<file path="src/inc/rfs_params.svh">
// constants of the antenna switch control register bank
`ifndef RFS_PARAMS_SVH
`define RFS_PARAMS_SVH

`define RFS_ADDR_PATH_B 5'h00
`define RFS_ADDR_PATH_A 5'h01
`define RFS_ADDR_PMTRIG 5'h1c
`define RFS_ADDR_PARTID 5'h1d
`define RFS_ADDR_MAKER 5'h1e
`define RFS_ADDR_USID 5'h1f

`define RFS_PATH_RST 8'h00
`define RFS_USID_RST 4'ha
`define RFS_MASK_RST 3'h0

`define RFS_PWR_ACTIVE 2'h0
`define RFS_PWR_DEFAULTS 2'h1
`define RFS_PWR_LOW 2'h2
`define RFS_PWR_RESERVED 2'h3

`define RFS_PWR_HI 7
`define RFS_PWR_LO 6
`define RFS_MASK_HI 5
`define RFS_MASK_LO 3
`define RFS_TRIG_HI 2
`define RFS_TRIG_LO 0
`define RFS_PATH_HI 4
`define RFS_USID_HI 3

// command frame fields, counted from the parity bit at position 0
`define RFS_SA_HI 12
`define RFS_SA_LO 9
`define RFS_OP_HI 8
`define RFS_OP_LO 6
`define RFS_SD_HI 7
`define RFS_RA_HI 5
`define RFS_RA_LO 1

`define RFS_CMD_BITS 4'hd
`define RFS_DATA_BITS 4'h9
`define RFS_CMD_WRITE 3'h2
`define RFS_CMD_READ 3'h3

// identification values, arbitrary
`define RFS_PART_CODE 8'h5c
`define RFS_MAKER_CODE 8'h3e
`define RFS_MAKER_EXT 2'h2

`endif

</file>
<file path="src/inc/rfs_pkg.sv">
// types shared by the antenna switch control register bank
package rfs_pkg;

    typedef enum logic [2:0] {
        sIdle,
        sCmd,
        sData,
        sRdPark,
        sRdData,
        sRdEnd
    } rfs_state_t;

    // throw enables of each antenna port, at most two set at a time
    typedef struct packed {
        logic [3:0] portOne;
        logic [3:0] portTwo;
    } rfs_throws_t;

    // register write handed from the frame decoder to the bank
    typedef struct packed {
        logic strobe;
        logic [4:0] addr;
        logic [7:0] data;
    } rfs_write_t;

endpackage

</file>
<file path="src/hw/rfs_switch_ctrl.sv">
// serial-bus register bank steering a dual four-throw antenna switch
`timescale 1ns/10ps
`include "rfs_params.svh"
module rfs_switch_ctrl (
    // clock and reset
    input wire logic clock,
    input wire logic sys_rst,
    // serial control bus
    input wire logic sclkPin,
    input wire logic sdataIn,
    output logic sdataOut,
    output logic sdataOeN,
    // switch control
    output rfs_pkg::rfs_throws_t switchThrows,
    output logic lowPower
);
    import rfs_pkg::*;

    logic sclkLevel;
    logic sclkRise;
    logic sclkFall;
    logic sdLevel;
    logic sdRise;
    logic sdFall;
    logic sscArm;
    logic ssc;
    rfs_state_t state;
    logic [3:0] bitCnt;
    logic [12:0] shiftIn;
    logic [12:0] next_cmd;
    logic [8:0] next_data;
    logic [4:0] addr;
    logic [8:0] txShift;
    rfs_write_t wr;
    logic [7:0] shadowB;
    logic [7:0] shadowA;
    logic [7:0] pathB;
    logic [7:0] pathA;
    logic [1:0] pwrState;
    logic [2:0] trigMask;
    logic [3:0] usid;
    logic [7:0] rdData;
    logic allMasked;
    logic anyTrigger;

    rfs_sync_edge u_sclk (
        .clock(clock),
        .sys_rst(sys_rst),
        .pinIn(sclkPin),
        .level(sclkLevel),
        .rise(sclkRise),
        .fall(sclkFall)
    );

    rfs_sync_edge u_sdata (
        .clock(clock),
        .sys_rst(sys_rst),
        .pinIn(sdataIn),
        .level(sdLevel),
        .rise(sdRise),
        .fall(sdFall)
    );

    // sequence start: data pulses high and low while the clock rests low
    always_ff @(posedge clock) begin
        if (sys_rst || sclkLevel) begin
            sscArm <= 1'b0;
        end else if (sdRise && sdataOeN) begin
            sscArm <= 1'b1;
        end
    end

    assign ssc = sscArm & sdFall & ~sclkLevel & sdataOeN;
    assign next_cmd = {shiftIn[11:0], sdLevel};
    assign next_data = {shiftIn[7:0], sdLevel};

    always_comb begin
        case (addr)
            `RFS_ADDR_PATH_B: rdData = pathB;
            `RFS_ADDR_PATH_A: rdData = pathA;
            // trigger bits always read back zero
            `RFS_ADDR_PMTRIG: rdData = {pwrState, trigMask, 3'h0};
            `RFS_ADDR_PARTID: rdData = `RFS_PART_CODE;
            `RFS_ADDR_MAKER: rdData = `RFS_MAKER_CODE;
            `RFS_ADDR_USID: rdData = {2'h0, `RFS_MAKER_EXT, usid};
            default: rdData = 8'h00;
        endcase
    end

    // frame decoder and read-data driver
    always_ff @(posedge clock) begin
        if (sys_rst) begin
            state <= sIdle;
            bitCnt <= 4'h0;
            shiftIn <= 13'h0000;
            addr <= 5'h00;
            txShift <= 9'h000;
            wr <= '0;
            sdataOut <= 1'b0;
            sdataOeN <= 1'b1;
        end else if (ssc) begin
            state <= sCmd;
            bitCnt <= 4'h0;
            wr.strobe <= 1'b0;
        end else begin
            wr.strobe <= 1'b0;
            case (state)
                sIdle: begin
                    bitCnt <= 4'h0;
                end
                sCmd: begin
                    if (sclkFall) begin
                        shiftIn <= next_cmd;
                        bitCnt <= bitCnt + 4'h1;
                        if (bitCnt == `RFS_CMD_BITS - 4'h1) begin
                            bitCnt <= 4'h0;
                            state <= sIdle;
                            // odd parity and own address only
                            if ((^next_cmd) && usid ==
                                next_cmd[`RFS_SA_HI:`RFS_SA_LO]) begin
                                if (next_cmd[`RFS_OP_HI]) begin
                                    wr.strobe <= 1'b1;
                                    wr.addr <= `RFS_ADDR_PATH_B;
                                    wr.data <= {1'b0,
                                        next_cmd[`RFS_SD_HI:`RFS_RA_LO]};
                                end else if (next_cmd[`RFS_OP_HI:`RFS_OP_LO]
                                        == `RFS_CMD_WRITE) begin
                                    addr <= next_cmd[`RFS_RA_HI:`RFS_RA_LO];
                                    state <= sData;
                                end else if (next_cmd[`RFS_OP_HI:`RFS_OP_LO]
                                        == `RFS_CMD_READ) begin
                                    addr <= next_cmd[`RFS_RA_HI:`RFS_RA_LO];
                                    state <= sRdPark;
                                end
                            end
                        end
                    end
                end
                sData: begin
                    if (sclkFall) begin
                        shiftIn <= {4'h0, next_data};
                        bitCnt <= bitCnt + 4'h1;
                        if (bitCnt == `RFS_DATA_BITS - 4'h1) begin
                            state <= sIdle;
                            if (^next_data) begin
                                wr.strobe <= 1'b1;
                                wr.addr <= addr;
                                wr.data <= next_data[8:1];
                            end
                        end
                    end
                end
                sRdPark: begin
                    // master parks the line for one clock
                    if (sclkFall) begin
                        txShift <= {rdData, ~^rdData};
                        bitCnt <= 4'h0;
                        state <= sRdData;
                    end
                end
                sRdData: begin
                    if (sclkRise) begin
                        bitCnt <= bitCnt + 4'h1;
                        sdataOeN <= 1'b0;
                        if (bitCnt == `RFS_DATA_BITS) begin
                            sdataOut <= 1'b0;
                            state <= sRdEnd;
                        end else begin
                            sdataOut <= txShift[8];
                            txShift <= {txShift[7:0], 1'b0};
                        end
                    end
                end
                sRdEnd: begin
                    if (sclkFall) begin
                        sdataOeN <= 1'b1;
                        state <= sIdle;
                    end
                end
                default: begin
                    state <= sIdle;
                end
            endcase
        end
    end

    assign allMasked = &trigMask;
    assign anyTrigger = |(wr.data[`RFS_TRIG_HI:`RFS_TRIG_LO] & ~trigMask);

    // register bank with shadow and destination stages
    always_ff @(posedge clock) begin
        if (sys_rst) begin
            shadowB <= `RFS_PATH_RST;
            shadowA <= `RFS_PATH_RST;
            pathB <= `RFS_PATH_RST;
            pathA <= `RFS_PATH_RST;
            pwrState <= `RFS_PWR_ACTIVE;
            trigMask <= `RFS_MASK_RST;
            usid <= `RFS_USID_RST;
        end else if (wr.strobe) begin
            case (wr.addr)
                `RFS_ADDR_PATH_B: begin
                    shadowB <= wr.data;
                    if (allMasked) begin
                        pathB <= wr.data;
                    end
                end
                `RFS_ADDR_PATH_A: begin
                    shadowA <= wr.data;
                    if (allMasked) begin
                        pathA <= wr.data;
                    end
                end
                `RFS_ADDR_PMTRIG: begin
                    trigMask <= wr.data[`RFS_MASK_HI:`RFS_MASK_LO];
                    // one shared transfer for any unmasked trigger
                    if (anyTrigger) begin
                        pathB <= shadowB;
                        pathA <= shadowA;
                    end
                    case (wr.data[`RFS_PWR_HI:`RFS_PWR_LO])
                        `RFS_PWR_DEFAULTS: begin
                            shadowB <= `RFS_PATH_RST;
                            shadowA <= `RFS_PATH_RST;
                            pathB <= `RFS_PATH_RST;
                            pathA <= `RFS_PATH_RST;
                            trigMask <= `RFS_MASK_RST;
                            pwrState <= `RFS_PWR_ACTIVE;
                        end
                        `RFS_PWR_RESERVED: begin
                            pwrState <= pwrState;
                        end
                        default: begin
                            pwrState <= wr.data[`RFS_PWR_HI:`RFS_PWR_LO];
                        end
                    endcase
                end
                `RFS_ADDR_USID: begin
                    usid <= wr.data[`RFS_USID_HI:0];
                end
                default: begin
                    // part code and maker code keep their values
                    usid <= usid;
                end
            endcase
        end
    end

    function automatic logic [3:0] decodePath(input logic [4:0] code);
        logic [3:0] t;
        t = 4'h0;
        case (code)
            5'h01, 5'h0b, 5'h0f: t = 4'h1;
            5'h02, 5'h0a, 5'h0e: t = 4'h2;
            5'h03, 5'h09, 5'h0d: t = 4'h4;
            5'h04, 5'h08, 5'h0c: t = 4'h8;
            5'h10: t = 4'hc;
            5'h11: t = 4'ha;
            5'h12: t = 4'h9;
            5'h13: t = 4'h6;
            5'h14: t = 4'h5;
            5'h15: t = 4'h3;
            default: t = 4'h0;
        endcase
        return t;
    endfunction

    // throw drive; low power isolates both ports
    always_ff @(posedge clock) begin
        if (sys_rst) begin
            switchThrows <= '0;
            lowPower <= 1'b0;
        end else begin
            lowPower <= (pwrState == `RFS_PWR_LOW);
            if (pwrState == `RFS_PWR_LOW) begin
                switchThrows <= '0;
            end else begin
                switchThrows.portOne <=
                    decodePath(pathA[`RFS_PATH_HI:0]);
                switchThrows.portTwo <=
                    decodePath(pathB[`RFS_PATH_HI:0]);
            end
        end
    end
endmodule

</file>
<file path="src/hw/rfs_sync_edge.sv">
// two-flop synchroniser with edge detection for one pin
`timescale 1ns/10ps
module rfs_sync_edge (
    // clock and reset
    input wire logic clock,
    input wire logic sys_rst,
    // pin side
    input wire logic pinIn,
    // synchronised side
    output logic level,
    output logic rise,
    output logic fall
);
    logic meta;
    logic prev;

    always_ff @(posedge clock) begin
        if (sys_rst) begin
            meta <= 1'b0;
            level <= 1'b0;
            prev <= 1'b0;
        end else begin
            meta <= pinIn;
            level <= meta;
            prev <= level;
        end
    end

    assign rise = level & ~prev;
    assign fall = ~level & prev;
endmodule

</file>
<file path="config.mk">
export PLATFORM = sky130hd
export DESIGN_NAME = rfs_switch_ctrl
export DESIGN_NICKNAME = d
export VERILOG_FILES = /design/src/inc/rfs_pkg.sv /design/src/hw/rfs_switch_ctrl.sv /design/src/hw/rfs_sync_edge.sv
export VERILOG_INCLUDE_DIRS = /design/src /design/src/inc
export SDC_FILE = /design/constraint.sdc
export NUM_CORES = 1
export LEC_CHECK = 0
export ABC_AREA = 1
export BUFFER_PORTS_ARGS = -buffer_cell sky130_fd_sc_hd__buf_2
export CORE_ASPECT_RATIO = 1.25
export CORE_UTILIZATION = 56
export DETAILED_ROUTE_END_ITERATION = 6
export PLACE_DENSITY = 0.76
export SLEW_MARGIN = 10
export SYNTH_ARGS = -nofsm -noshare
export SYNTH_HDL_FRONTEND = slang
export SYNTH_SLANG_ARGS = --single-unit
export TNS_END_PERCENT = 50
</file>
<file path="constraint.sdc">
create_clock -name clock -period 2.4 [get_ports clock]
set_input_delay 0.24 -clock clock [delete_from_list [all_inputs] [get_ports clock]]
set_output_delay 0.24 -clock clock [all_outputs]
set_load 0.01 [all_outputs]
</file>
==> impl_results.md <==
- Yosys top cell by area: dfxtp_1
- Final WL: 13.8 mm
- Gr usage total: 27.9%
- Via density: ~5.7
- Setup Skew: 0.0103 ns
- Crit Path Category: reg2reg
- RSZ-0062 raised after global routing: true
- Synth warn: 0
- Leakage power: 2.55 nW
- Final Worst Setup Slack: 0.0814 ns
- Syn avg cell area: between 6 and 7 µm²
- Fmax: ~430 MHz
- Root buf cell: clkbuf_16
- Drt pass-1 iters: 5
- Synth unique cells: 36
- First-pass GRT wire length: 22.7 mm
- Crit path time final: around 2.3 ns
- Post-DP HPWL: 9.75 mm
- RD Place Congestion: approximately 0.91
- Async SR Flop Fraction: 0%
- Area grow syn2layout: 12.2%
- Measured slew at the worst slew-check pin: about 0.61 ns
- Layout net count: 830
- Row Count: 39
- Sw frac: 24.5%
- Final period util: 96.6%
- Pwr per Cell Area: 595 nW/µm²
- Final std cells w/o fill: 940
- H-tree levels: 3
- Top cells by area, synth: dfxtp_1, nand2_1, a21oi_1
- Data required, critical path: 2.64 ns
- Post-synth top cells: nand2_1, dfxtp_1, inv_1
- CP cell instances: inv_2, ha_4, inv_2, nand2_2, nand2_2, nand2_2, nand2_2, inv_2, nand2_2, nand2_2, ha_4, inv_2, nor2_2, nor4_4, nand2_4, o21ai_0, nor2_1
- Sequential element share of the synthesized area: 39.2%
- Clock share of power: 42.2%
- Hold depth: 3
- Crit start category: flip-flop
- CP most frequent cell: nand2_2
- Critical path's top delay family: simple AND/OR/NAND/NOR gates
- Initial Util: between 50% and 60%
- Detail Route Antenna Nets: 0
- Share of cells above drive strength 1: 10.8%
- CTS tree: built
- Part of the power in registers: around half
- Status: complete, no violations
- Ys flop type: dfxtp_1
- Fin. Hold Viols: 0
- Setup-failing EPs final: 0
- Max-Cap Viols: 0
- FF+latch area: 2120 µm²
- Num CTS Buffers: 9
- Switching Power: between 800 and 900 µW
- Flop2flop setup slack: 0.08 ns
- Final Max Slew Viols: 0
- Ports: 15
- Internal power: 2.73 mW
- Largest net degree at the start of global routing: 62
- Via count: 5379
- WP data arrival: 2.56 ns
- Post-synth EDFFs: 0
- #FFs+latches synth: 106
- R2r worst-path depth: 17
- Tot Pwr: ~3.6 mW
- Most frequent cell after synthesis: nand2_1
- Avg WL per Cell: 14.6 µm
- Area of the multi-input gates: 2880 µm²
- CP max FO: 8
- Clock net sink count: 106
- Hold_buf cts: 0
- Hold Path Origin: sdataIn
- Mapped cell area: 5420 µm²
- Buffers and inverters on the worst path: 4
- Die H: between 100 and 150 µm
- Worst Hold Class: in2reg
- Fill count: 802
- Hold Path End: u_sdata.meta
- Post-Synthesis Cells: 790
- Die width: roughly 90 µm
- Number of global-route vias before repair: 4938
- Reg-to-Reg End: wr[8]
- Placed insts: 915
- DRC errors left: 0
- Die area: ~10000 µm²
- CTS max path bufs: 2
- Clk_lat worst skew: about 0.36 ns
- Initial DRC count: 484
- Worst path slowest cell: nor4_4
- Initial antenna violation count: 0
- Combinational Power Share: 7.2%
- Worst slack at placement: -0.00689 ns
- Core area: between 9000 and 10000 µm²
- GRT overflow: 0
- RR Startpoint: shiftIn[5]
- Worst IR drop on VDD: 499 µV
- Clk pin slew, worst setup/hold paths: 0.07 ns
- Slowest cell delay on critical path: about 0.35 ns
- Worst Setup End Kind: flip-flop
- Syn nets: around 810
- # port buffers: 14
- Post-synth top area share: 39.2%
- Diode count: 0
- Max-slew headroom: 59.2%
[power groups by stage]
stage | Clock (mW) | Combinational, mW | Sequential (mW)
after CTS | 1.53 | 0.241 | 1.83
final | 1.53 | 0.262 | 1.83
after global routing | 1.61 | 0.291 | 1.83
after floorplan | 0 | 0.181 | 1.86
after global placement | 0 | 0.230 | 1.87
after detailed placement | 0 | 0.239 | 1.87
[cell families (layout without fill, tap and decap cells)]
logic type               Yosys count  in the layout  share of synthesized area [%]
AND/OR/NAND/NOR                  355            355                           29.0
buffers and inverters            124            151                           8.80
multiplexers                       1              1                          0.185
flip-flops                       106            106                           39.2
XOR/XNOR                           8              8                           1.29
AO/OA/AOI/OAI                    182            182                           18.3
adder cells (fa/ha/maj)           14             14                           3.23
[layer usage]
layer	up-vias	wire length (µm)	global-route usage, %
met5	-	0	0
met4	0	456	14.5
met3	36	640	3.83
met2	170	6880	48.8
met1	2487	5780	33.2
li1	2686	-	-
[area by class of cell]
class / count / area share [%]
clock buffers: 11 / 3.99
multi-input cells: 560 / 47.3
inverters: 98 / 6.05
flip-flops and latches: 106 / 35.0
well taps: 123 / 2.53
clock inverters: 5 / 1.01
repair buffers: 37 / 4.12
[worst register-to-register path, stage by stage, from the launching register on]
cell     delay (ns)
dfxtp_2        0.34
inv_2          0.05
ha_4           0.27
inv_2          0.03
nand2_2        0.06
nand2_2        0.05
nand2_2        0.06
nand2_2        0.07
inv_2          0.05
nand2_2        0.05
nand2_2        0.10
ha_4           0.20
inv_2          0.05
nor2_2         0.04
nor4_4         0.35
nand2_4        0.13
o21ai_0        0.22
nor2_1         0.08
[sequential cells by signal (all words and copies together), names as in the netlist, 2 cells and up]
signal        count
shadowA           8
trigMask          3
usid              4
state             3
txShift           9
wr               14
pwrState          2
pathB             8
bitCnt            4
switchThrows      8
pathA             8
addr              5
shiftIn          12
shadowB           8
[metrics by stage]
step / util [%] / instance area, µm² / hold WS (ns) / setup TNS (ns)
4_1_cts: 64.1 / 5950 / 0.0745 / 0
3_3_place_gp: 60.8 / 5640 / 0.390 / 0
2_1_floorplan: - / 5420 / 0.347 / 0
3_5_place_dp: 60.8 / 5640 / 0.401 / -0.00911
5_1_grt: 65.6 / 6080 / 0.0887 / -0.855
6_report: 65.6 / 6080 / 0.0736 / 0
[layout by cell type, fill, tap and decap left out, types with 2 or more instances in the layout]
| master | n |
|---|---|
| a31oi_1 | 18 |
| buf_2 | 14 |
| inv_1 | 88 |
| nand3_1 | 65 |
| ha_4 | 2 |
| nand4_1 | 28 |
| dfxtp_2 | 2 |
| xnor2_1 | 2 |
| xor2_1 | 6 |
| nor2_1 | 75 |
| a211oi_1 | 6 |
| o21ai_0 | 65 |
| a21oi_1 | 75 |
| nand3_2 | 2 |
| clkinv_1 | 2 |
| nand3b_1 | 2 |
| inv_2 | 8 |
| o22ai_1 | 5 |
| nor3_1 | 4 |
| ha_1 | 12 |
| nor2_2 | 6 |
| buf_6 | 2 |
| buf_4 | 21 |
| o211ai_1 | 8 |
| nand2_4 | 2 |
| nand2_1 | 158 |
| clkbuf_16 | 9 |
| nand2_2 | 9 |
| inv_6 | 2 |
| o21ai_2 | 2 |
| dfxtp_1 | 104 |
[worst max path at each step]
stage                   to  cells past startpoint        from
floorplan           wr[10]                     18  shiftIn[5]
global placement     wr[7]                     19  shiftIn[5]
detailed placement   wr[7]                     19  shiftIn[5]
CTS                  wr[7]                     19  shiftIn[5]
global route         wr[8]                     17  shiftIn[5]
finish               wr[8]                     17  shiftIn[5]
[what timing repair did]
action	CTS	global route
resized for setup	1	21
buffers inserted	0	9
pin swaps	0	8
setup endpoints to repair	2	13
(Power assumes the default switching activity.)
